[config.mk]
export PLATFORM = sky130hd
export DESIGN_NAME = thalm_top
export DESIGN_NICKNAME = d
export VERILOG_FILES = /design/src/shared/thalm_pkg.sv /design/src/rtl/thalm_sync.sv /design/src/rtl/thalm_hyst.sv /design/src/rtl/thalm_top.sv
export SDC_FILE = /design/constraint.sdc
export NUM_CORES = 1
export LEC_CHECK = 0
export ABC_AREA = 1
export BUFFER_PORTS_ARGS = -buffer_cell sky130_fd_sc_hd__buf_2
export CAP_MARGIN = 40
export CORE_AREA = 2 2 166 168
export DETAILED_ROUTE_END_ITERATION = 8
export DIE_AREA = 0 0 168 170
export GPL_TIMING_DRIVEN = 0
export MAX_ROUTING_LAYER = met4
export SETUP_SLACK_MARGIN = 0.5
export SLEW_MARGIN = 30
export SYNTH_ARGS = -nofsm -noshare
export SYNTH_HDL_FRONTEND = slang
export SYNTH_SLANG_ARGS = --single-unit
[constraint.sdc]
create_clock -name CLK_SYS -period 5.9 [get_ports CLK_SYS]
set_clock_uncertainty 0.15 [all_clocks]
set_input_delay 0.295 -clock CLK_SYS [delete_from_list [all_inputs] [get_ports CLK_SYS]]
set_output_delay 0.295 -clock CLK_SYS [all_outputs]
set_load 0.02 [all_outputs]
[src/shared/thalm_pkg.sv]
// Package of constants for the thermal alarm outputs block
package thalm_pkg;
    // Register offsets
    localparam logic [3:0] OFS_CONFIG    = 4'h0;
    localparam logic [3:0] OFS_STATUS    = 4'h1;
    localparam logic [3:0] OFS_HYST      = 4'h2;
    localparam logic [3:0] OFS_OFFSET    = 4'h3;
    localparam logic [3:0] OFS_LOC_HIGH  = 4'h4;
    localparam logic [3:0] OFS_LOC_LOW   = 4'h5;
    localparam logic [3:0] OFS_LOC_FS    = 4'h6;
    localparam logic [3:0] OFS_REM_HIGH  = 4'h7;
    localparam logic [3:0] OFS_REM_LOW   = 4'h8;
    localparam logic [3:0] OFS_REM_FS    = 4'h9;
    localparam logic [3:0] OFS_LOC_TEMP  = 4'hA;
    localparam logic [3:0] OFS_REM_TEMP  = 4'hB;
    localparam logic [3:0] OFS_OUTPUTS   = 4'hC;
    // Configuration fields
    localparam int CFG_MASK_BIT   = 7;
    localparam int CFG_SECOND_BIT = 5;
    // Status fields
    localparam int ST_LOC_LOW_BIT  = 0;
    localparam int ST_LOC_HIGH_BIT = 1;
    localparam int ST_OPEN_BIT     = 2;
    localparam int ST_REM_LOW_BIT  = 3;
    localparam int ST_REM_HIGH_BIT = 4;
    localparam int ST_LOC_FS_BIT   = 5;
    localparam int ST_REM_FS_BIT   = 6;
    // Reset values
    localparam logic [7:0] RST_CONFIG   = 8'h00;
    localparam logic [7:0] RST_HYST     = 8'h0A;
    localparam logic [7:0] RST_OFFSET   = 8'h00;
    localparam logic [7:0] RST_LOC_HIGH = 8'h55;
    localparam logic [7:0] RST_LOC_LOW  = 8'h00;
    localparam logic [7:0] RST_LOC_FS   = 8'h55;
    localparam logic [7:0] RST_REM_HIGH = 8'h55;
    localparam logic [7:0] RST_REM_LOW  = 8'h00;
    localparam logic [7:0] RST_REM_FS   = 8'h55;
endpackage

[src/rtl/thalm_sync.sv]
// Two flip-flop synchroniser for pin inputs
`timescale 1ns/1ps
module thalm_sync
    import thalm_pkg::*;
#(
    parameter int W = 1
) (
    input  wire logic         clk,
    input  wire logic         rst_n,
    input  wire logic [W-1:0] din,
    output logic      [W-1:0] dout
);
    logic [W-1:0] meta_q;

    // First stage is read only by the second
    always_ff @(posedge clk or negedge rst_n) begin
        if (!rst_n) begin
            meta_q <= '0;
            dout   <= '0;
        end else begin
            meta_q <= din;
            dout   <= meta_q;
        end
    end
endmodule

[src/rtl/thalm_hyst.sv]
// Comparator with hysteresis release for one fail-safe channel
`timescale 1ns/1ps
module thalm_hyst
    import thalm_pkg::*;
(
    input  wire logic              clk,
    input  wire logic              rst_n,
    input  wire logic              eval,
    input  wire logic signed [9:0] temp,
    input  wire logic signed [7:0] limit,
    input  wire logic        [7:0] hyst,
    output logic                   active
);
    logic signed [9:0] lim_ext;
    logic signed [9:0] rel_lvl;
    logic              trip;
    logic              release_ok;

    // Release level is limit minus hysteresis, widened to avoid wrap
    assign lim_ext    = 10'(limit);
    assign rel_lvl    = lim_ext - $signed({2'b00, hyst});
    assign trip       = temp > lim_ext;
    assign release_ok = temp <= rel_lvl;

    // Set above limit, clear by itself at limit minus hysteresis
    always_ff @(posedge clk or negedge rst_n) begin
        if (!rst_n) begin
            active <= 1'b0;
        end else if (eval) begin
            if (trip) begin
                active <= 1'b1;
            end else if (release_ok) begin
                active <= 1'b0;
            end
        end
    end
endmodule

[src/rtl/thalm_top.sv]
// Alarm, fail-safe and open-fault logic of a two-channel temperature monitor
//
// Added by the designer: the strobed register port and the register addresses.
`timescale 1ns/1ps
// Functional notes
// RL1 - Open-circuit comparator is sampled only when a conversion starts.
// RL2 - Detected open circuit sets status bit 2.
// RL3 - In alarm mode a set open flag drives the alarm low.
// RL4 - Alarm asserts above high limit or at/below low limit, either channel.
// RL5 - Alarm is maskable; primary fail-safe output has no mask.
// RL6 - Alarm releases after address read, status clear and cause gone.
// RL7 - Fail-safe output low when either channel exceeds its fail-safe limit.
// RL8 - Fail-safe output releases itself at limit minus hysteresis.
// RL9 - Hysteresis resets to ten degrees and is rewritable anytime.
// RL10 - Hysteresis is an unsigned eight-bit count of whole degrees.
// RL11 - Shared pin is either the limit alarm or a second fail-safe.
// RL12 - Second fail-safe goes low above high limit, unmaskable.
// RL13 - Second fail-safe releases with the same hysteresis.
// RL14 - Signed offset register is added to every measured result.
// RL15 - Host reads alert response address; alarming device returns its address. Here ARA_READ only marks the service; no address is returned.
// RL16 - All comparisons are re-evaluated on every new conversion result.
module thalm_top
    import thalm_pkg::*;
(
    input  wire logic       CLK_SYS,
    input  wire logic       RST_N,
    input  wire logic [3:0] ADDR,
    input  wire logic [7:0] WDATA,
    input  wire logic       WR,
    input  wire logic       RD,
    output logic      [7:0] RDATA,
    input  wire logic       CONV_START,
    input  wire logic       OPEN_CMP,
    input  wire logic       LOC_VALID,
    input  wire logic [7:0] LOC_RAW,
    input  wire logic       REM_VALID,
    input  wire logic [7:0] REM_RAW,
    input  wire logic       ARA_READ,
    output logic            ALERT_SHARED_N,
    output logic            FAILSAFE_OVERTEMP_N
);
    ////////////////////////////////////////////////////////////////////////////
    // Registers and wires

    logic       [7:0] config_q;
    logic       [7:0] hyst_q;
    logic signed [7:0] offset_q;
    logic signed [7:0] loc_high_q, loc_low_q, loc_fs_q;
    logic signed [7:0] rem_high_q, rem_low_q, rem_fs_q;
    logic signed [7:0] loc_temp_q, rem_temp_q;
    logic       [6:0] status_q;
    logic       [6:0] status_d;
    logic             alert_q;
    logic             alert_d;
    logic             ara_seen_q;
    logic             eval_q;
    logic             open_pin;
    logic             conv_pin;
    logic             conv_prev_q;
    logic       [7:0] rdata_d;
    logic             fs_loc, fs_rem, sf_loc, sf_rem;

    ////////////////////////////////////////////////////////////////////////////
    // Helpers

    // Offset correction with saturation to the signed eight-bit range
    function automatic logic signed [7:0] corrected(input logic signed [7:0] raw,
                                                    input logic signed [7:0] ofs);
        logic signed [8:0] sum;
        sum = 9'(raw) + 9'(ofs);
        if (sum > 9'sd127) begin
            corrected = 8'sh7F;
        end else if (sum < -9'sd128) begin
            corrected = 8'sh80;
        end else begin
            corrected = sum[7:0];
        end
    endfunction

    // Pin inputs from the analog side cross two flops first
    thalm_sync #(.W(2)) u_sync (
        .clk   (CLK_SYS),
        .rst_n (RST_N),
        .din   ({OPEN_CMP, CONV_START}),
        .dout  ({open_pin, conv_pin})
    );

    ////////////////////////////////////////////////////////////////////////////
    // Decode and comparisons

    wire w_en       = WR;
    wire conv_rise  = conv_pin & ~conv_prev_q;
    wire mode_sec   = config_q[CFG_SECOND_BIT];
    wire alert_mask = config_q[CFG_MASK_BIT];
    wire status_clr = w_en && (ADDR == OFS_STATUS);
    wire loc_hi_ev  = loc_temp_q > loc_high_q; // RL4
    wire loc_lo_ev  = loc_temp_q <= loc_low_q; // RL4
    wire rem_hi_ev  = rem_temp_q > rem_high_q; // RL4
    wire rem_lo_ev  = rem_temp_q <= rem_low_q; // RL4
    wire cause_now  = loc_hi_ev | loc_lo_ev | rem_hi_ev | rem_lo_ev | status_q[ST_OPEN_BIT];

    // Status flags: hardware set wins over software clear
    always_comb begin
        status_d = status_clr ? 7'h00 : status_q;
        if (eval_q) begin
            status_d[ST_LOC_HIGH_BIT] = status_d[ST_LOC_HIGH_BIT] | loc_hi_ev; // RL16
            status_d[ST_LOC_LOW_BIT]  = status_d[ST_LOC_LOW_BIT] | loc_lo_ev;
            status_d[ST_REM_HIGH_BIT] = status_d[ST_REM_HIGH_BIT] | rem_hi_ev;
            status_d[ST_REM_LOW_BIT]  = status_d[ST_REM_LOW_BIT] | rem_lo_ev;
            status_d[ST_LOC_FS_BIT]   = status_d[ST_LOC_FS_BIT] | fs_loc;
            status_d[ST_REM_FS_BIT]   = status_d[ST_REM_FS_BIT] | fs_rem;
        end
        if (conv_rise && open_pin) begin
            status_d[ST_OPEN_BIT] = 1'b1; // RL1 RL2
        end
    end

    // Alarm latch: sets on any flag, released only after service and clear
    always_comb begin
        alert_d = alert_q;
        if (|status_q) begin
            alert_d = 1'b1; // RL4 RL3
        end else if (ara_seen_q && !cause_now) begin
            alert_d = 1'b0; // RL6
        end
    end

    ////////////////////////////////////////////////////////////////////////////
    // Fail-safe comparators, both channels, shared hysteresis

    thalm_hyst u_fs_loc (
        .clk (CLK_SYS), .rst_n (RST_N), .eval (eval_q),
        .temp (10'(loc_temp_q)), .limit (loc_fs_q), .hyst (hyst_q), .active (fs_loc)
    );
    thalm_hyst u_fs_rem (
        .clk (CLK_SYS), .rst_n (RST_N), .eval (eval_q),
        .temp (10'(rem_temp_q)), .limit (rem_fs_q), .hyst (hyst_q), .active (fs_rem)
    );
    thalm_hyst u_sf_loc (
        .clk (CLK_SYS), .rst_n (RST_N), .eval (eval_q),
        .temp (10'(loc_temp_q)), .limit (loc_high_q), .hyst (hyst_q), .active (sf_loc)
    );
    thalm_hyst u_sf_rem (
        .clk (CLK_SYS), .rst_n (RST_N), .eval (eval_q),
        .temp (10'(rem_temp_q)), .limit (rem_high_q), .hyst (hyst_q), .active (sf_rem)
    );

    ////////////////////////////////////////////////////////////////////////////
    // Read mux; unmapped offsets read as zero

    always_comb begin
        unique case (ADDR)
            OFS_CONFIG:   rdata_d = config_q;
            OFS_STATUS:   rdata_d = {1'b0, status_q};
            OFS_HYST:     rdata_d = hyst_q;
            OFS_OFFSET:   rdata_d = offset_q;
            OFS_LOC_HIGH: rdata_d = loc_high_q;
            OFS_LOC_LOW:  rdata_d = loc_low_q;
            OFS_LOC_FS:   rdata_d = loc_fs_q;
            OFS_REM_HIGH: rdata_d = rem_high_q;
            OFS_REM_LOW:  rdata_d = rem_low_q;
            OFS_REM_FS:   rdata_d = rem_fs_q;
            OFS_LOC_TEMP: rdata_d = loc_temp_q;
            OFS_REM_TEMP: rdata_d = rem_temp_q;
            OFS_OUTPUTS:  rdata_d = {5'h00, alert_q, fs_loc | fs_rem, sf_loc | sf_rem};
            default:      rdata_d = 8'h00;
        endcase
    end

    ////////////////////////////////////////////////////////////////////////////
    // Software-written registers

    always_ff @(posedge CLK_SYS or negedge RST_N) begin
        if (!RST_N) begin
            config_q   <= RST_CONFIG;
            hyst_q     <= RST_HYST; // RL9
            offset_q   <= RST_OFFSET;
            loc_high_q <= RST_LOC_HIGH;
            loc_low_q  <= RST_LOC_LOW;
            loc_fs_q   <= RST_LOC_FS;
            rem_high_q <= RST_REM_HIGH;
            rem_low_q  <= RST_REM_LOW;
            rem_fs_q   <= RST_REM_FS;
        end else if (w_en) begin
            unique case (ADDR)
                OFS_CONFIG:   config_q   <= WDATA; // RL11
                OFS_HYST:     hyst_q     <= WDATA; // RL9 RL10
                OFS_OFFSET:   offset_q   <= WDATA;
                OFS_LOC_HIGH: loc_high_q <= WDATA;
                OFS_LOC_LOW:  loc_low_q  <= WDATA;
                OFS_LOC_FS:   loc_fs_q   <= WDATA;
                OFS_REM_HIGH: rem_high_q <= WDATA;
                OFS_REM_LOW:  rem_low_q  <= WDATA;
                OFS_REM_FS:   rem_fs_q   <= WDATA;
                default:      ;
            endcase
        end
    end

    ////////////////////////////////////////////////////////////////////////////
    // Results, evaluation strobe and alarm state

    // A limit write also re-evaluates, so new limits act on held results
    always_ff @(posedge CLK_SYS or negedge RST_N) begin
        if (!RST_N) begin
            loc_temp_q  <= 8'h00;
            rem_temp_q  <= 8'h00;
            eval_q      <= 1'b0;
            conv_prev_q <= 1'b0;
            status_q    <= 7'h00;
            alert_q     <= 1'b0;
            ara_seen_q  <= 1'b0;
        end else begin
            if (LOC_VALID) begin
                loc_temp_q <= corrected(LOC_RAW, offset_q); // RL14
            end
            if (REM_VALID) begin
                rem_temp_q <= corrected(REM_RAW, offset_q); // RL14
            end
            eval_q      <= LOC_VALID | REM_VALID | (w_en && ADDR != OFS_STATUS); // RL16
            conv_prev_q <= conv_pin;
            status_q    <= status_d;
            alert_q     <= alert_d;
            // Service is remembered until the alarm actually releases
            if (ARA_READ && alert_q) begin
                ara_seen_q <= 1'b1; // RL15
            end else if (!alert_d) begin
                ara_seen_q <= 1'b0;
            end
        end
    end

    ////////////////////////////////////////////////////////////////////////////
    // Outputs straight from flops

    always_ff @(posedge CLK_SYS or negedge RST_N) begin
        if (!RST_N) begin
            RDATA               <= 8'h00;
            ALERT_SHARED_N      <= 1'b1;
            FAILSAFE_OVERTEMP_N <= 1'b1;
        end else begin
            RDATA               <= RD ? rdata_d : 8'h00;
            FAILSAFE_OVERTEMP_N <= ~(fs_loc | fs_rem); // RL5 RL7 RL8
            if (mode_sec) begin
                ALERT_SHARED_N <= ~(sf_loc | sf_rem); // RL11 RL12 RL13
            end else begin
                ALERT_SHARED_N <= ~(alert_q & ~alert_mask); // RL3 RL5
            end
        end
    end
endmodule

==> results_dict.tcl <==
set metrics [dict create \
    intPower_w 0.00255 \
    drv_slew 0 \
    wire_per_inst_um 18.1 \
    core_sq_um 26700 \
    routed_wl_um 29100 \
    synth-edff-count 0 \
    dieArea_sq_um 28600 \
    fin_crit_ns 3.84 \
    root_buffer "clkbuf_16" \
    final_cell_mix "nand2_1 (289), inv_1 (170), ha_1 (140)" \
    htreeDepth 4 \
    pre_cts_slack_ns 2.08 \
    viasPerCell 5.20 \
    cts.clk_slew.worst_paths_ns 0.06 \
    cts.sinks 117 \
    syn_nets 1365 \
    required_ns 6.11 \
    place.gp.congestion 0.943 \
    grt.overflow.total 0 \
    dp_cells 1570 \
    io_pins 47 \
    powerDensity_nw_per_um2 450 \
    p_leak_nw 5.47 \
    grtUsageMet1_pct 27.7 \
    final_common_cell "nand2_1" \
    async_reset_ff_share_pct 100 \
    stdcell_count 1608 \
    peakVddDrop_mv 0.185 \
    syn_avg_cell_area_sq_um 7.82 \
    drc 0 \
    hold_path_class "input port to flip-flop" \
    use_met3_pct 3.98 \
    cts_buffers 17 \
    worst_setup_path_start_kind "flip-flop" \
    nets 1436 \
    cts_setup_buffers 0 \
    status "finished, final reports clean" \
    antenna_found_initial 0 \
    syn_area_sq_um 9240 \
    rsz0062_at_grt "false" \
    hpwlAfterDp_um 22100 \
    holdBufCountCts 5 \
    die_h_um 170 \
    ys.flop_type "dfrtp_1" \
    synthCells 1182 \
    start_util_pct 34.7 \
    fin_ws_ns 2.06 \
    globalRoute.busiestLayer "met2" \
    postRouteAntennaNets 0 \
    area_delta_synth_final_pct 14.1 \
    tns_ns 0 \
    multi_input_area_sq_um 5550 \
    crit_arrival_ns 4.05 \
    finalCritPeriodShare_pct 65.1 \
    ys_warn_count 0 \
    worst_slew_pin_slew_ns 0.808 \
    seq_power_share_pct 28.3 \
    die_w_um 168 \
    combinationalPowerShare_pct 50.9 \
    p_switching_w 0.00220 \
    num_vias 8363 \
    relSlewSlack_pct 46.1 \
    register_area_sq_um 2950 \
    yosysSeqAreaShare_pct 31.9 \
    critPathCaptureType "flip-flop" \
    path_max_fanout 6 \
    switching_share_pct 46.4 \
    cts_resized 0 \
    num-fill-cells 2735 \
    first_global_vias 8258 \
    cts_tree "yes" \
    clockBufferDepth 2 \
    finalHoldWorstSlack_ns 0.00959 \
    hold_violations 0 \
    path_class "flip-flop to flip-flop" \
    synthDistinctLibCells 45 \
    rows 60 \
    setup_violations 0 \
    drv_cap 0 \
    grt_use_met2_pct 35.3 \
    drive_gt1_share_pct 12.2 \
    grt_start_max_net_pins 60 \
    io_buffers 46 \
    grt_usage_pct 22.0 \
    clkLatencyLatePin_ns 0.43 \
    grt_pass1_wl_um 45700 \
    maxClockFrequency_ghz 0.260 \
    ys_ff_latch 117 \
    drt_pass1_iterations 5 \
    drt_iter0_drc 592 \
    p_clk_share_pct 20.9 \
]
-- worst paths after layout --
path	start	end	slack (ns)	depth (start not counted)
setup reg to reg	hyst_q[1]$_DFFE_PN1P_	u_sf_rem.active$_DFFE_PN0P_	2.06	18
min in group asynchronous	RST_N	rem_temp_q[6]$_DFFE_PN0P_	0.23	2
hold / removal	RD	RDATA[6]$_DFF_PN0_	0.01	3
hold reg to reg	u_sync.meta_q[0]$_DFF_PN0_	u_sync.dout[0]$_DFF_PN0_	0.20	0
setup / recovery	hyst_q[1]$_DFFE_PN1P_	u_sf_rem.active$_DFFE_PN0P_	2.06	18
max in group asynchronous	RST_N	loc_fs_q[4]$_DFFE_PN1P_	4.64	3
-- power by group through the flow --
stage          clock (W)  sequential [W]  combinational [W]
2_1_floorplan          0         0.00118            0.00184
3_3_place_gp           0         0.00135            0.00233
3_5_place_dp           0         0.00135            0.00240
4_1_cts          0.00100         0.00134            0.00242
5_1_grt          0.00105         0.00136            0.00283
6_report        0.000992         0.00134            0.00241
-- metal layers --
layer / routed length (um) / up-vias / part of all wire [%]
li1: - / 4126 / -
met1: 13000 / 3912 / 45
met2: 13200 / 258 / 45
met3: 1800 / 67 / 6.2
met4: 1160 / 0 / 4.0
met5: 0 / - / 0
-- critical path: stages, from the launching register on --
cell      delay (ns)
dfstp_2         0.75
inv_1           0.29
ha_1            0.28
a21o_2          0.21
a31oi_1         0.23
o21ai_0         0.17
nand2_1         0.09
nand2_1         0.04
a21oi_1         0.17
xor2_1          0.10
ha_1            0.30
nand2_1         0.06
inv_1           0.06
nand2_1         0.06
o311ai_0        0.31
nor2_1          0.06
o21ai_0         0.27
nand2_1         0.08
nand2_1         0.06
-- kinds of logic (layout without fill, tap and decap cells) --
group,after synthesis,after routing,synth area share [%]
buf+inv,195,279,8.05
xor+xnor,36,36,3.41
simple gates,427,427,19.7
flops,117,117,31.9
compound gates,261,261,16.6
other cells,0,1,0
fa+ha+maj,146,146,20.3
-- metrics by stage --
step | total power [W] | util [%] | cell area (sq um)
floorplan | 0.00302 | - | 9240
global placement | 0.00367 | 37.1 | 9900
detailed placement | 0.00375 | 37.3 | 9940
CTS | 0.00476 | 39.6 | 10500
global route | 0.00524 | 39.6 | 10500
finish | 0.00475 | 39.6 | 10500
-- cell usage after synthesis, types with 2 or more instances --
cell	number	area share [%]
dfrtp_1	97	26
o2111ai_1	2	0.19
dfstp_2	20	5.7
or2_2	3	0.20
o21ai_1	25	1.4
o22ai_1	16	1.1
a21o_1	6	0.49
ha_1	140	19
a221oi_1	14	1.3
nor2_4	4	0.49
inv_1	170	6.9
nand2_1	289	12
nand3_1	40	2.2
fa_1	6	1.3
a31oi_1	5	0.34
a211oi_1	4	0.32
o31ai_1	2	0.16
nand2_2	11	0.74
o21ai_0	80	4.3
o21a_1	6	0.49
nor2_1	38	1.5
and3_1	2	0.14
inv_2	14	0.57
nand3b_1	4	0.32
o21ai_2	8	0.76
xor2_1	25	2.4
a22o_1	3	0.28
a21oi_1	72	3.9
nand4_1	25	1.7
buf_2	7	0.38
nor2_2	4	0.27
o211ai_1	2	0.16
a22oi_1	2	0.16
o21bai_1	7	0.57
a41oi_1	2	0.19
clkbuf_1	3	0.12
nor3_1	6	0.32
xnor2_1	11	1.0
-- area by class of cell --
cell class | instances | share of cell area [%]
multi-input combinational | 870 | 52.6
tap | 341 | 4.05
inverter | 184 | 6.55
clock buffer | 18 | 4.16
buffer | 11 | 0.510
timing repair buffer | 52 | 3.01
sequential | 117 | 28.0
clock inverter | 14 | 1.10
antenna | 1 | 0.0237
(Power assumes the default switching activity.)
